<file path="src/trig_pkg.sv">
// Constants and types shared by the hardware frame start trigger block
package trig_pkg;

   // Clock and timebase
   localparam int CLK_FREQ_MHZ = 250;
   localparam int TIMEBASE_US  = 1;
   localparam int TICK_CYCLES  = CLK_FREQ_MHZ * TIMEBASE_US;

   // Field widths
   localparam int TICK_W  = 8;
   localparam int DELAY_W = 24;
   localparam int EXP_W   = 32;

   // Delay range in microseconds
   localparam logic [DELAY_W-1:0] TRIG_DELAY_MAX_US = 24'h989680;
   localparam logic [DELAY_W-1:0] TRIG_DELAY_NONE   = 24'h000000;

   // Reset values
   localparam logic WAIT_RST = 1'b1;

   typedef enum logic [2:0] {
      SRC_LINE1,
      SRC_CC1,
      SRC_CC2,
      SRC_CC3,
      SRC_SOFTWARE
   } trig_src_t;

   typedef enum logic {
      EXP_TIMED,
      EXP_WIDTH
   } exp_mode_t;

   typedef enum logic [1:0] {
      ST_IDLE,
      ST_DELAY,
      ST_EXPOSE
   } fsm_t;

   // Raw trigger inputs from the connector
   typedef struct packed {
      logic line1;
      logic cc1;
      logic cc2;
      logic cc3;
   } trig_pins_t;

   // Configuration held by the camera control logic
   typedef struct packed {
      logic               trig_on;
      trig_src_t          source;
      logic               falling;
      exp_mode_t          mode;
      logic [EXP_W-1:0]   exposure_raw;
      logic [EXP_W-1:0]   overlap_raw;
      logic [DELAY_W-1:0] delay_raw;
   } trig_cfg_t;

   // Status toward the rest of the camera
   typedef struct packed {
      logic wait_ready;
      logic exposing;
      logic frame_start;
      logic exposure_end;
      logic over_trigger;
   } trig_stat_t;

   // Synchroniser state
   typedef struct packed {
      trig_pins_t meta;
      trig_pins_t sync;
   } sync_state_t;

   // Trigger controller state
   typedef struct packed {
      fsm_t               state;
      logic               prev;
      logic               end_pend;
      logic [TICK_W-1:0]  tick;
      logic [DELAY_W-1:0] delay_cnt;
      logic [EXP_W-1:0]   elapsed;
      logic               width;
      trig_stat_t         stat;
   } trig_state_t;

endpackage

</file>
<file path="src/trig_pin_sync.sv">
// Two-stage synchroniser for the external trigger pins
`timescale 1ns/10ps
module trig_pin_sync (
   input  wire logic                ref_clk,  // Core clock
   input  wire logic                rst_n,    // Async reset, active low
   input  wire trig_pkg::trig_pins_t pins_in, // Raw pins
   output      trig_pkg::trig_pins_t pins_out // Synchronised pins
);
   import trig_pkg::*;

   sync_state_t st_r;
   sync_state_t st_nxt;

   // Meta stage feeds only the second stage
   always_comb begin
      st_nxt      = st_r;
      st_nxt.meta = pins_in;
      st_nxt.sync = st_r.meta;
   end

   always_ff @(posedge ref_clk or negedge rst_n) begin
      if (!rst_n) begin
         st_r <= '0;
      end else begin
         st_r <= st_nxt;
      end
   end

   assign pins_out = st_r.sync;

endmodule // trig_pin_sync

</file>
<file path="src/hw_frame_start_trigger.sv">
// Hardware frame start trigger controller with delay and exposure modes
`timescale 1ns/10ps
module hw_frame_start_trigger (
   input  wire logic                ref_clk,    // Core clock, 250 MHz
   input  wire logic                rst_n,      // Async reset, active low
   input  wire trig_pkg::trig_pins_t pins,      // Line 1 and CC1..CC3
   input  wire logic                sw_trigger, // Software trigger pulse
   input  wire trig_pkg::trig_cfg_t cfg,        // Static configuration
   output      trig_pkg::trig_stat_t stat       // Registered status
);
   import trig_pkg::*;

   // Synchronised pins and controller state
   trig_pins_t         pins_s;
   trig_state_t        st_r;
   trig_state_t        st_nxt;

   // Selected level and its edges
   logic               sel_lvl;
   logic               rise;
   logic               fall;
   logic               act_edge;
   logic               inact_edge;

   // Events, strobes and the legal delay
   logic               hw_src;
   logic               hw_evt;
   logic               sw_evt;
   logic               evt;
   logic               tick;
   logic               done;
   logic [DELAY_W-1:0] delay_us;

   // One microsecond tick from the core clock
   function automatic logic us_tick(input logic [TICK_W-1:0] cnt);
      us_tick = (cnt == TICK_W'(TICK_CYCLES - 1));
   endfunction

   // Delay above the legal range is held at the maximum
   // Larger settings would only stretch the wait
   function automatic logic [DELAY_W-1:0] clamp_delay(
      input logic [DELAY_W-1:0] raw);
      if (raw > TRIG_DELAY_MAX_US) begin
         clamp_delay = TRIG_DELAY_MAX_US;
      end else begin
         clamp_delay = raw;
      end
   endfunction

   // Start of one exposure; pending end is left to the caller
   function automatic trig_state_t begin_exposure(input trig_state_t s,
                                                  input logic w);
      trig_state_t r;
      r                  = s;
      r.state            = ST_EXPOSE;
      r.stat.exposing    = 1'b1;
      r.stat.frame_start = 1'b1;
      r.stat.wait_ready  = 1'b0;
      r.elapsed          = '0;
      // Prescaler restarts so the first microsecond is whole
      r.tick             = '0;
      r.width            = w;
      begin_exposure     = r;
   endfunction

   // Back to waiting; one-cycle pulses are left to the caller
   function automatic trig_state_t return_idle(input trig_state_t s);
      trig_state_t r;
      r                 = s;
      r.state           = ST_IDLE;
      r.stat.exposing   = 1'b0;
      r.stat.wait_ready = 1'b1;
      r.end_pend        = 1'b0;
      r.delay_cnt       = '0;
      return_idle       = r;
   endfunction

   // Width mode decode, shared by the delay and start paths
   function automatic logic is_width(input exp_mode_t m);
      is_width = (m == EXP_WIDTH);
   endfunction

   // Two flops on every pin before any edge logic
   trig_pin_sync u_sync (
      .ref_clk  (ref_clk),
      .rst_n    (rst_n),
      .pins_in  (pins),
      .pins_out (pins_s)
   );

   // Source select; line 1 assumed already set as an input
   // Unused source codes read as a quiet low level
   always_comb begin
      unique case (cfg.source)
         SRC_LINE1: sel_lvl = pins_s.line1;
         SRC_CC1:   sel_lvl = pins_s.cc1;
         SRC_CC2:   sel_lvl = pins_s.cc2;
         SRC_CC3:   sel_lvl = pins_s.cc3;
         default:   sel_lvl = 1'b0;
      endcase
   end

   // Edge detection on the synchronised level
   // A pin change shows up as an edge two clocks later
   // Switching between pins at unequal levels looks like an edge
   assign rise       = sel_lvl & ~st_r.prev;
   assign fall       = ~sel_lvl & st_r.prev;
   assign act_edge   = cfg.falling ? fall : rise;
   assign inact_edge = cfg.falling ? rise : fall;

   // Trigger events; software needs no pin edge
   // Software pulses bypass the pins and the synchroniser
   assign hw_src = (cfg.source != SRC_SOFTWARE);
   assign hw_evt = cfg.trig_on & hw_src & act_edge;
   assign sw_evt = cfg.trig_on & ~hw_src & sw_trigger;
   assign evt    = hw_evt | sw_evt;
   assign tick   = us_tick(st_r.tick);

   // Legal delay, clamped once for both uses
   assign delay_us = clamp_delay(cfg.delay_raw);

   // Exposure end: count in timed mode, opposite edge in width mode
   // An opposite edge seen during the delay is kept in end_pend
   always_comb begin
      if (st_r.width) begin
         done = inact_edge | st_r.end_pend;
      end else begin
         done = (st_r.elapsed >= cfg.exposure_raw);
      end
   end

   // Main controller
   // Idle: ready shown, waits for an enabled event
   // Delay: whole microseconds counted, ready low
   // Expose: timed count or opposite edge ends it
   // Events outside idle are dropped and only flagged
   always_comb begin
      st_nxt                   = st_r;
      st_nxt.prev              = sel_lvl;
      // Status pulses last a single cycle
      st_nxt.stat.frame_start  = 1'b0;
      st_nxt.stat.exposure_end = 1'b0;
      st_nxt.stat.over_trigger = 1'b0;
      // Prescaler runs freely; starts and delays restart it
      st_nxt.tick              = tick ? '0 : TICK_W'(st_r.tick + 1'b1);
      unique case (st_r.state)
         ST_IDLE: begin
            if (evt) begin
               // Software source has timed exposure and no delay
               if (hw_evt && (delay_us != TRIG_DELAY_NONE)) begin
                  st_nxt.state     = ST_DELAY;
                  st_nxt.delay_cnt = delay_us;
                  st_nxt.tick      = '0;
                  st_nxt.stat.wait_ready = 1'b0;
                  // Mode taken at the trigger, not when the delay ends
                  st_nxt.width     = is_width(cfg.mode);
               end else begin
                  st_nxt = begin_exposure(st_nxt,
                     hw_src & is_width(cfg.mode));
               end
               st_nxt.end_pend = 1'b0;
            end
         end

         ST_DELAY: begin
            // Trigger during the delay is lost but flagged
            if (evt) begin
               st_nxt.stat.over_trigger = 1'b1;
            end
            // Width pulse ending early still closes the exposure
            if (st_r.width && inact_edge) begin
               st_nxt.end_pend = 1'b1;
            end
            // Dropping the enable abandons the pending start
            if (!cfg.trig_on) begin
               st_nxt = return_idle(st_nxt);
            end else if (tick) begin
               if (st_r.delay_cnt == DELAY_W'(1)) begin
                  st_nxt = begin_exposure(st_nxt, st_r.width);
               end else begin
                  st_nxt.delay_cnt = DELAY_W'(st_r.delay_cnt - 1'b1);
               end
            end
         end

         ST_EXPOSE: begin
            // Trigger during exposure is lost but flagged
            if (evt) begin
               st_nxt.stat.over_trigger = 1'b1;
            end
            // Elapsed time saturates rather than wrapping
            if (tick && (st_r.elapsed != '1)) begin
               st_nxt.elapsed = EXP_W'(st_r.elapsed + 1'b1);
            end
            // Ready may return before a long pulse has ended
            if (st_r.width && (st_r.elapsed >= cfg.overlap_raw)) begin
               st_nxt.stat.wait_ready = 1'b1;
            end
            if (done) begin
               st_nxt                   = return_idle(st_nxt);
               st_nxt.stat.exposure_end = 1'b1;
            end
         end

         // Unused state code falls back to waiting
         default: begin
            st_nxt = return_idle(st_nxt);
         end
      endcase
   end

   // State register
   // Ready starts high: nothing is pending out of reset
   always_ff @(posedge ref_clk or negedge rst_n) begin
      if (!rst_n) begin
         st_r                 <= '0;
         st_r.state           <= ST_IDLE;
         st_r.stat.wait_ready <= WAIT_RST;
      end else begin
         st_r <= st_nxt;
      end
   end

   assign stat = st_r.stat;

endmodule // hw_frame_start_trigger

</file>
<file path="config.mk">
export PLATFORM = sky130hd
export DESIGN_NAME = hw_frame_start_trigger
export DESIGN_NICKNAME = d
export VERILOG_FILES = /design/src/trig_pkg.sv /design/src/trig_pin_sync.sv /design/src/hw_frame_start_trigger.sv
export SDC_FILE = /design/constraint.sdc
export NUM_CORES = 1
export LEC_CHECK = 0
export BUFFER_PORTS_ARGS = -buffer_cell sky130_fd_sc_hd__buf_4
export CORE_UTILIZATION = 50
export DETAILED_ROUTE_END_ITERATION = 7
export GPL_ROUTABILITY_DRIVEN = 1
export PLACE_DENSITY = 0.84
export SKIP_CTS_REPAIR_TIMING = 1
export SYNTH_ARGS = -nofsm -noshare
export SYNTH_HDL_FRONTEND = slang
export SYNTH_SLANG_ARGS = --single-unit
</file>
<file path="constraint.sdc">
create_clock -name ref_clk -period 3.8 [get_ports ref_clk]
set_input_delay 0.38 -clock ref_clk [delete_from_list [all_inputs] [get_ports ref_clk]]
set_output_delay 0.38 -clock ref_clk [all_outputs]
set_load 0.005 [all_outputs]
</file>
======== Yosys cells after proc, flatten, opt, wreduce, memory -nomap -nowiden ========
Cells that the tools add are included.
operators by class
  add/subtract/negate cells ............... 3
  order comparisons ....................... 3
  equality and inequality tests ........... 20
  mux-type cells .......................... 23
  bitwise operators ....................... 14
  reductions and logical operators ........ 15
operators by type and width
  operator                 count
  $mux W74                 4
  $pmux W74 S3             1
  $mux W24                 3
  $ge A32 B32 Y1           2
  $mux W32                 2
  $mux W38                 1
  $add A32 B1 Y32 const B  1
  $ne A32 B32 Y1 const B   1
  $eq A24 B1 Y1 const B    1
  $gt A24 B24 Y1 const B   1
  $reduce_bool A24 Y1      1
  $sub A24 B1 Y24 const B  1
  $ne A3 B3 Y1 const B     5
  $ne A2 B2 Y1 const B     7
  $mux W12                 1
  $reduce_and A4 Y1        3
  $reduce_and A5 Y1        2
  $add A8 B1 Y8 const B    1
  $eq A8 B8 Y1 const B     1
  $mux W8                  1
  $and A1 B1 Y1            7
  $eq A3 B2 Y1 const B     2
  $mux W1                  6
  $reduce_and A6 Y1        1
  other kinds (13)         22
storage, ports and cells
  bits in registers ....................... 82
  word-level logic and storage cells ...... 98

======== Depth between registers and ports, before layout ========
  depth after elaboration ................. 12
  gate-level depth with buffers ........... 11
  mapped depth without buffers ............ 9

======== Cells and area by module ========
A second synthesis with hierarchy kept.
second synthesis, totals
  cell total of the unflattened synthesis .. 764
  area total of the unflattened synthesis .. 6351.1 µm²
by module, submodules not included
  module                  times used  cells an instance  area an instance (µm²)  sequential area each (µm²)
  hw_frame_start_trigger  1           756                6150.9                  1853.0
  trig_pin_sync           1           8                  200.2                   200.2

======== Worst setup path before layout ========
OpenSTA, ideal clock, no wires.
  kind .................................... register to register
  from .................................... register st_r[8] (netlist bit)
  to ...................................... register st_r[48] (netlist bit)
  library setup time ...................... 0.125 ns
  data arrival time ....................... 2.613 ns
  slack ................................... 1.062 ns
  stages on the path, launching flop included .. 10
  buffers on the path ..................... 1
  path through ............................ dfrtp_1 -> ha_1 -> a211o_1 -> a31oi_1 -> o311a_1 -> o211ai_1 -> a211oi_1 -> or3_1 -> buf_2 -> mux2_4
on the way
  cells in the longest elaborated chain, start to end .. 4
RTL lines
  what                                RTL line                       RTL
  start: declaration                  hw_frame_start_trigger.sv:15   trig_state_t st_r;
  start signal: assignment            hw_frame_start_trigger.sv:220  st_r <= st_nxt;
  $ge A32 B32 Y1                      hw_frame_start_trigger.sv:128  done = (st_r.elapsed >= cfg.exposure_raw);
  $mux W1                             hw_frame_start_trigger.sv:125  if (st_r.width) begin
  $ne A2 B2 Y1 (no source line)       -
  $reduce_and A5 Y1 (no source line)  -
No other way between the ends.
A chain may end at the register's enable or synchronous reset.

======== Worst setup path in the final report ========
  from .................................... register st_r[46] (netlist bit)
  to ...................................... register st_r[60] (netlist bit)
on the way
  cells in the longest elaborated chain, start to end .. 5
RTL lines
  what             RTL line                       RTL
  $sub A24 B1 Y24  hw_frame_start_trigger.sv:181  st_nxt.delay_cnt = DELAY_W'(st_r.delay_cnt - 1'b1);
  $mux W24         hw_frame_start_trigger.sv:178  if (st_r.delay_cnt == DELAY_W'(1)) begin
  $mux W74         hw_frame_start_trigger.sv:177  end else if (tick) begin
  $mux W74         hw_frame_start_trigger.sv:175  if (!cfg.trig_on) begin
  $pmux W74 S3     hw_frame_start_trigger.sv:146  unique case (st_r.state)
Several ways; a longest one is shown, not always the timed one. The select of a mux whose other input is x is not followed.

==> impl_metrics.env <==
export IMPL_status="completed"
export IMPL_portBuffers=105
export IMPL_setup_violations=0
export IMPL_ir_worst_vdd_mv=0.3607
export IMPL_pwr_density_cell_mw_per_mm2=527.2
export IMPL_initial_utilization=0.5146
export IMPL_io_pin_count=106
export IMPL_period_share=0.8506
export IMPL_rows=41
export IMPL_min_period_ns=3.232
export IMPL_worst_pin_slew_ns=1.033
export IMPL_ys_types=76
export IMPL_netlist_area_sq_mm=0.006520
export IMPL_fmax_mhz=309.4
export IMPL_synth_edf_count=0
export IMPL_die_area_sq_mm=0.01350
export IMPL_crit_type="reg -> reg"
export IMPL_final_cell_count_no_fill=1042
export IMPL_final_cell_mix="buf_4 (115), dfrtp_1 (81), inv_1 (76)"
export IMPL_wirelength_um=17040
export IMPL_worst_setup_path_start_kind="flip-flop"
export IMPL_dieWidth_um=116.2
export IMPL_clk_pin_slew_worst_paths_ns=0.06
export IMPL_switching_share=0.4249
export IMPL_cts_sinks=82
export IMPL_dpl_instance_area_sq_mm=0.007376
export IMPL_min_delay_start="pins[1]"
export IMPL_grt_max_degree=83
export IMPL_diodes=0
export IMPL_synth_avg_cell_area_sq_um=8.370
export IMPL_hpwl_um=12150
export IMPL_clock_path_buffers=2
export IMPL_drv_slew=0
export IMPL_root_buffer="clkbuf_16"
export IMPL_maxCapViolCount=0
export IMPL_coreArea_sq_mm=0.01267
export IMPL_grt_pass1_vias=6028
export IMPL_p_int_mw=2.339
export IMPL_areaGrowthSynthToFinish_pct=18.33
export IMPL_hold_class="in -> reg"
export IMPL_cp_startpoint="st_r[46]"
export IMPL_avgViaCountPerCell=6.146
export IMPL_required_ns=4.01
export IMPL_yosysTopAreaCell="dfrtp_1"
export IMPL_syn_nets=949
export IMPL_cts_htree_levels=3
export IMPL_antenna_found_initial=0
export IMPL_drc=0
export IMPL_leakagePower_nw=3.616
export IMPL_cts_made_buffers=9
export IMPL_grt_ovfl_total=0
export IMPL_fin_nets=1035
export IMPL_worstSetupEndpointType="flip-flop"
export IMPL_dr_pass1_iters=5
export IMPL_grt_first_pass_wirelength_um=28280
export IMPL_ys_seq_elements=82
export IMPL_routabilityCongestion=0.8796
export IMPL_detail_route_wl_per_cell_um=16.36
export IMPL_syn_inst=779
export IMPL_clock_latency_ns=0.34
export IMPL_dp_cells=1026
export IMPL_synth_ff_type="dfrtp_1"
export IMPL_tritoncts="built"
export IMPL_seq_power_share=0.321
export IMPL_post_route_cell_area_sq_mm=0.007715
export IMPL_synthTopCellsByArea="dfrtp_1 (31%), ha_1 (13%), o31ai_1 (4.8%), inv_1 (4.4%), a21oi_1 (3.9%)"
export IMPL_worstPathArrival_ns=3.44
export IMPL_hold_violations=0
export IMPL_vias=6404
export IMPL_ys_warn_count=0
export IMPL_yosysTopAreaCellShare=0.3109
export IMPL_comb_power_share=0.437
export IMPL_path_max_fanout=21
export IMPL_timing_rr_start="st_r[46]"
export IMPL_die_h_um=116.2
export IMPL_drtIter0Drc=540
export IMPL_antenna_left=0
export IMPL_p_sw_mw=1.728
export IMPL_final_common_cell="buf_4"
export IMPL_synthArstFlopShare=1.000
export IMPL_fillCellCount=1084
export IMPL_hold_ws_ns=0.1467
export IMPL_rsz0062_at_grt="false"
export IMPL_drive_gt1_frac=0.1770
export IMPL_track_usage=0.2654
export IMPL_tns_ns=0
export IMPL_synth_seq_area_share=0.3149
export IMPL_max_slew_margin=0.3112
export IMPL_worst_clock_skew_ns=0.01092
export IMPL_clkPwrFrac=0.242
-- sequential cells by signal (all words and copies together) (netlist names) --
signal / flops
st_r: 69
u_sync.pins_out: 4
stat: 5
u_sync.st_nxt: 4
-- cell type report --
type / instances / area, sq um / area share
Tap cell: 172 / 215.2 / 0.02789
Clock inverter: 5 / 86.33 / 0.01119
Multi-Input combinational cell: 581 / 3959 / 0.5131
Inverter: 76 / 285.3 / 0.03698
Clock buffer: 11 / 252.7 / 0.03276
Timing Repair Buffer: 115 / 863.3 / 0.1119
Sequential cell: 82 / 2053 / 0.2661
-- per-layer routing --
| layer | up-vias | share of wire | GRT usage |
|---|---|---|---|
| met4 | 0 | 0.035 | 0.1274 |
| met3 | 50 | 0.066 | 0.03166 |
| met5 | - | 0 | 0 |
| li1 | 3071 | - | - |
| met1 | 2991 | 0.43 | 0.3514 |
| met2 | 292 | 0.47 | 0.4333 |
-- metrics by stage --
step | setup WS [ns] | total power, mW | util
floorplan | 1.062 | 2.604 | -
global placement | 0.7360 | 2.989 | 0.5821
detailed placement | 0.6191 | 3.038 | 0.5821
CTS | 0.5965 | 4.034 | 0.6089
global route | 0.3766 | 4.345 | 0.6089
finish | 0.5676 | 4.067 | 0.6089
-- synthesized netlist by cell type, drive strengths merged, types with 7 or more instances --
cell and n:
o31ai 43, nor3 23, ha 69, nand2 49
or4 17, or3 13, a21oi 51, dfrtp 81
nand4 26, nor4 13, nand2b 8, and3 7
o21ai 67, clkbuf 21, inv 76, nor2 54
nand3 44, buf 19
-- path summary, 6_finish.rpt --
kind	slack (ns)	cells after the start	to
max	0.57	9	st_r[60]
min	0.15	1	u_sync.st_nxt[1]
max reg2reg	0.57	9	st_r[60]
min reg2reg	0.35	0	u_sync.pins_out[1]
max in group asynchronous	2.92	1	st_r[58]
min in group asynchronous	0.20	1	st_r[49]
-- cells by family (layout without fill, tap and decap cells) --
kind of cell,after synthesis,count (layout),synth area share
xor gates and xnor gates,7,7,0.009403
AOI/OAI and AO/OA,223,223,0.2230
buffers and inverters,116,207,0.07868
adders and majority gates,69,69,0.1324
DFF,82,82,0.3149
muxes,5,5,0.01055
and+or+nand+nor,277,277,0.2311
-- critical path, cell delays in order, from the launching register on --
cell and delay, ns:
dfrtp_1 0.46, or4_4 0.53, nor4_4 0.52, and2_1 0.27
o21ai_1 0.07, buf_4 0.22, nand2_1 0.10, or3_1 0.54
buf_4 0.30, o21ai_1 0.10
-- power groups by stage --
stage                     clock (mW)  combinational [mW]  sequential (mW)
after floorplan                    0                1.39             1.22
after global placement             0                1.69             1.30
after detailed placement           0                1.73             1.31
after CTS                      0.990                1.75             1.30
after global routing            1.03                1.98             1.34
final                          0.984                1.78             1.31
No activity file was read; power rests on OpenSTA's default activity.
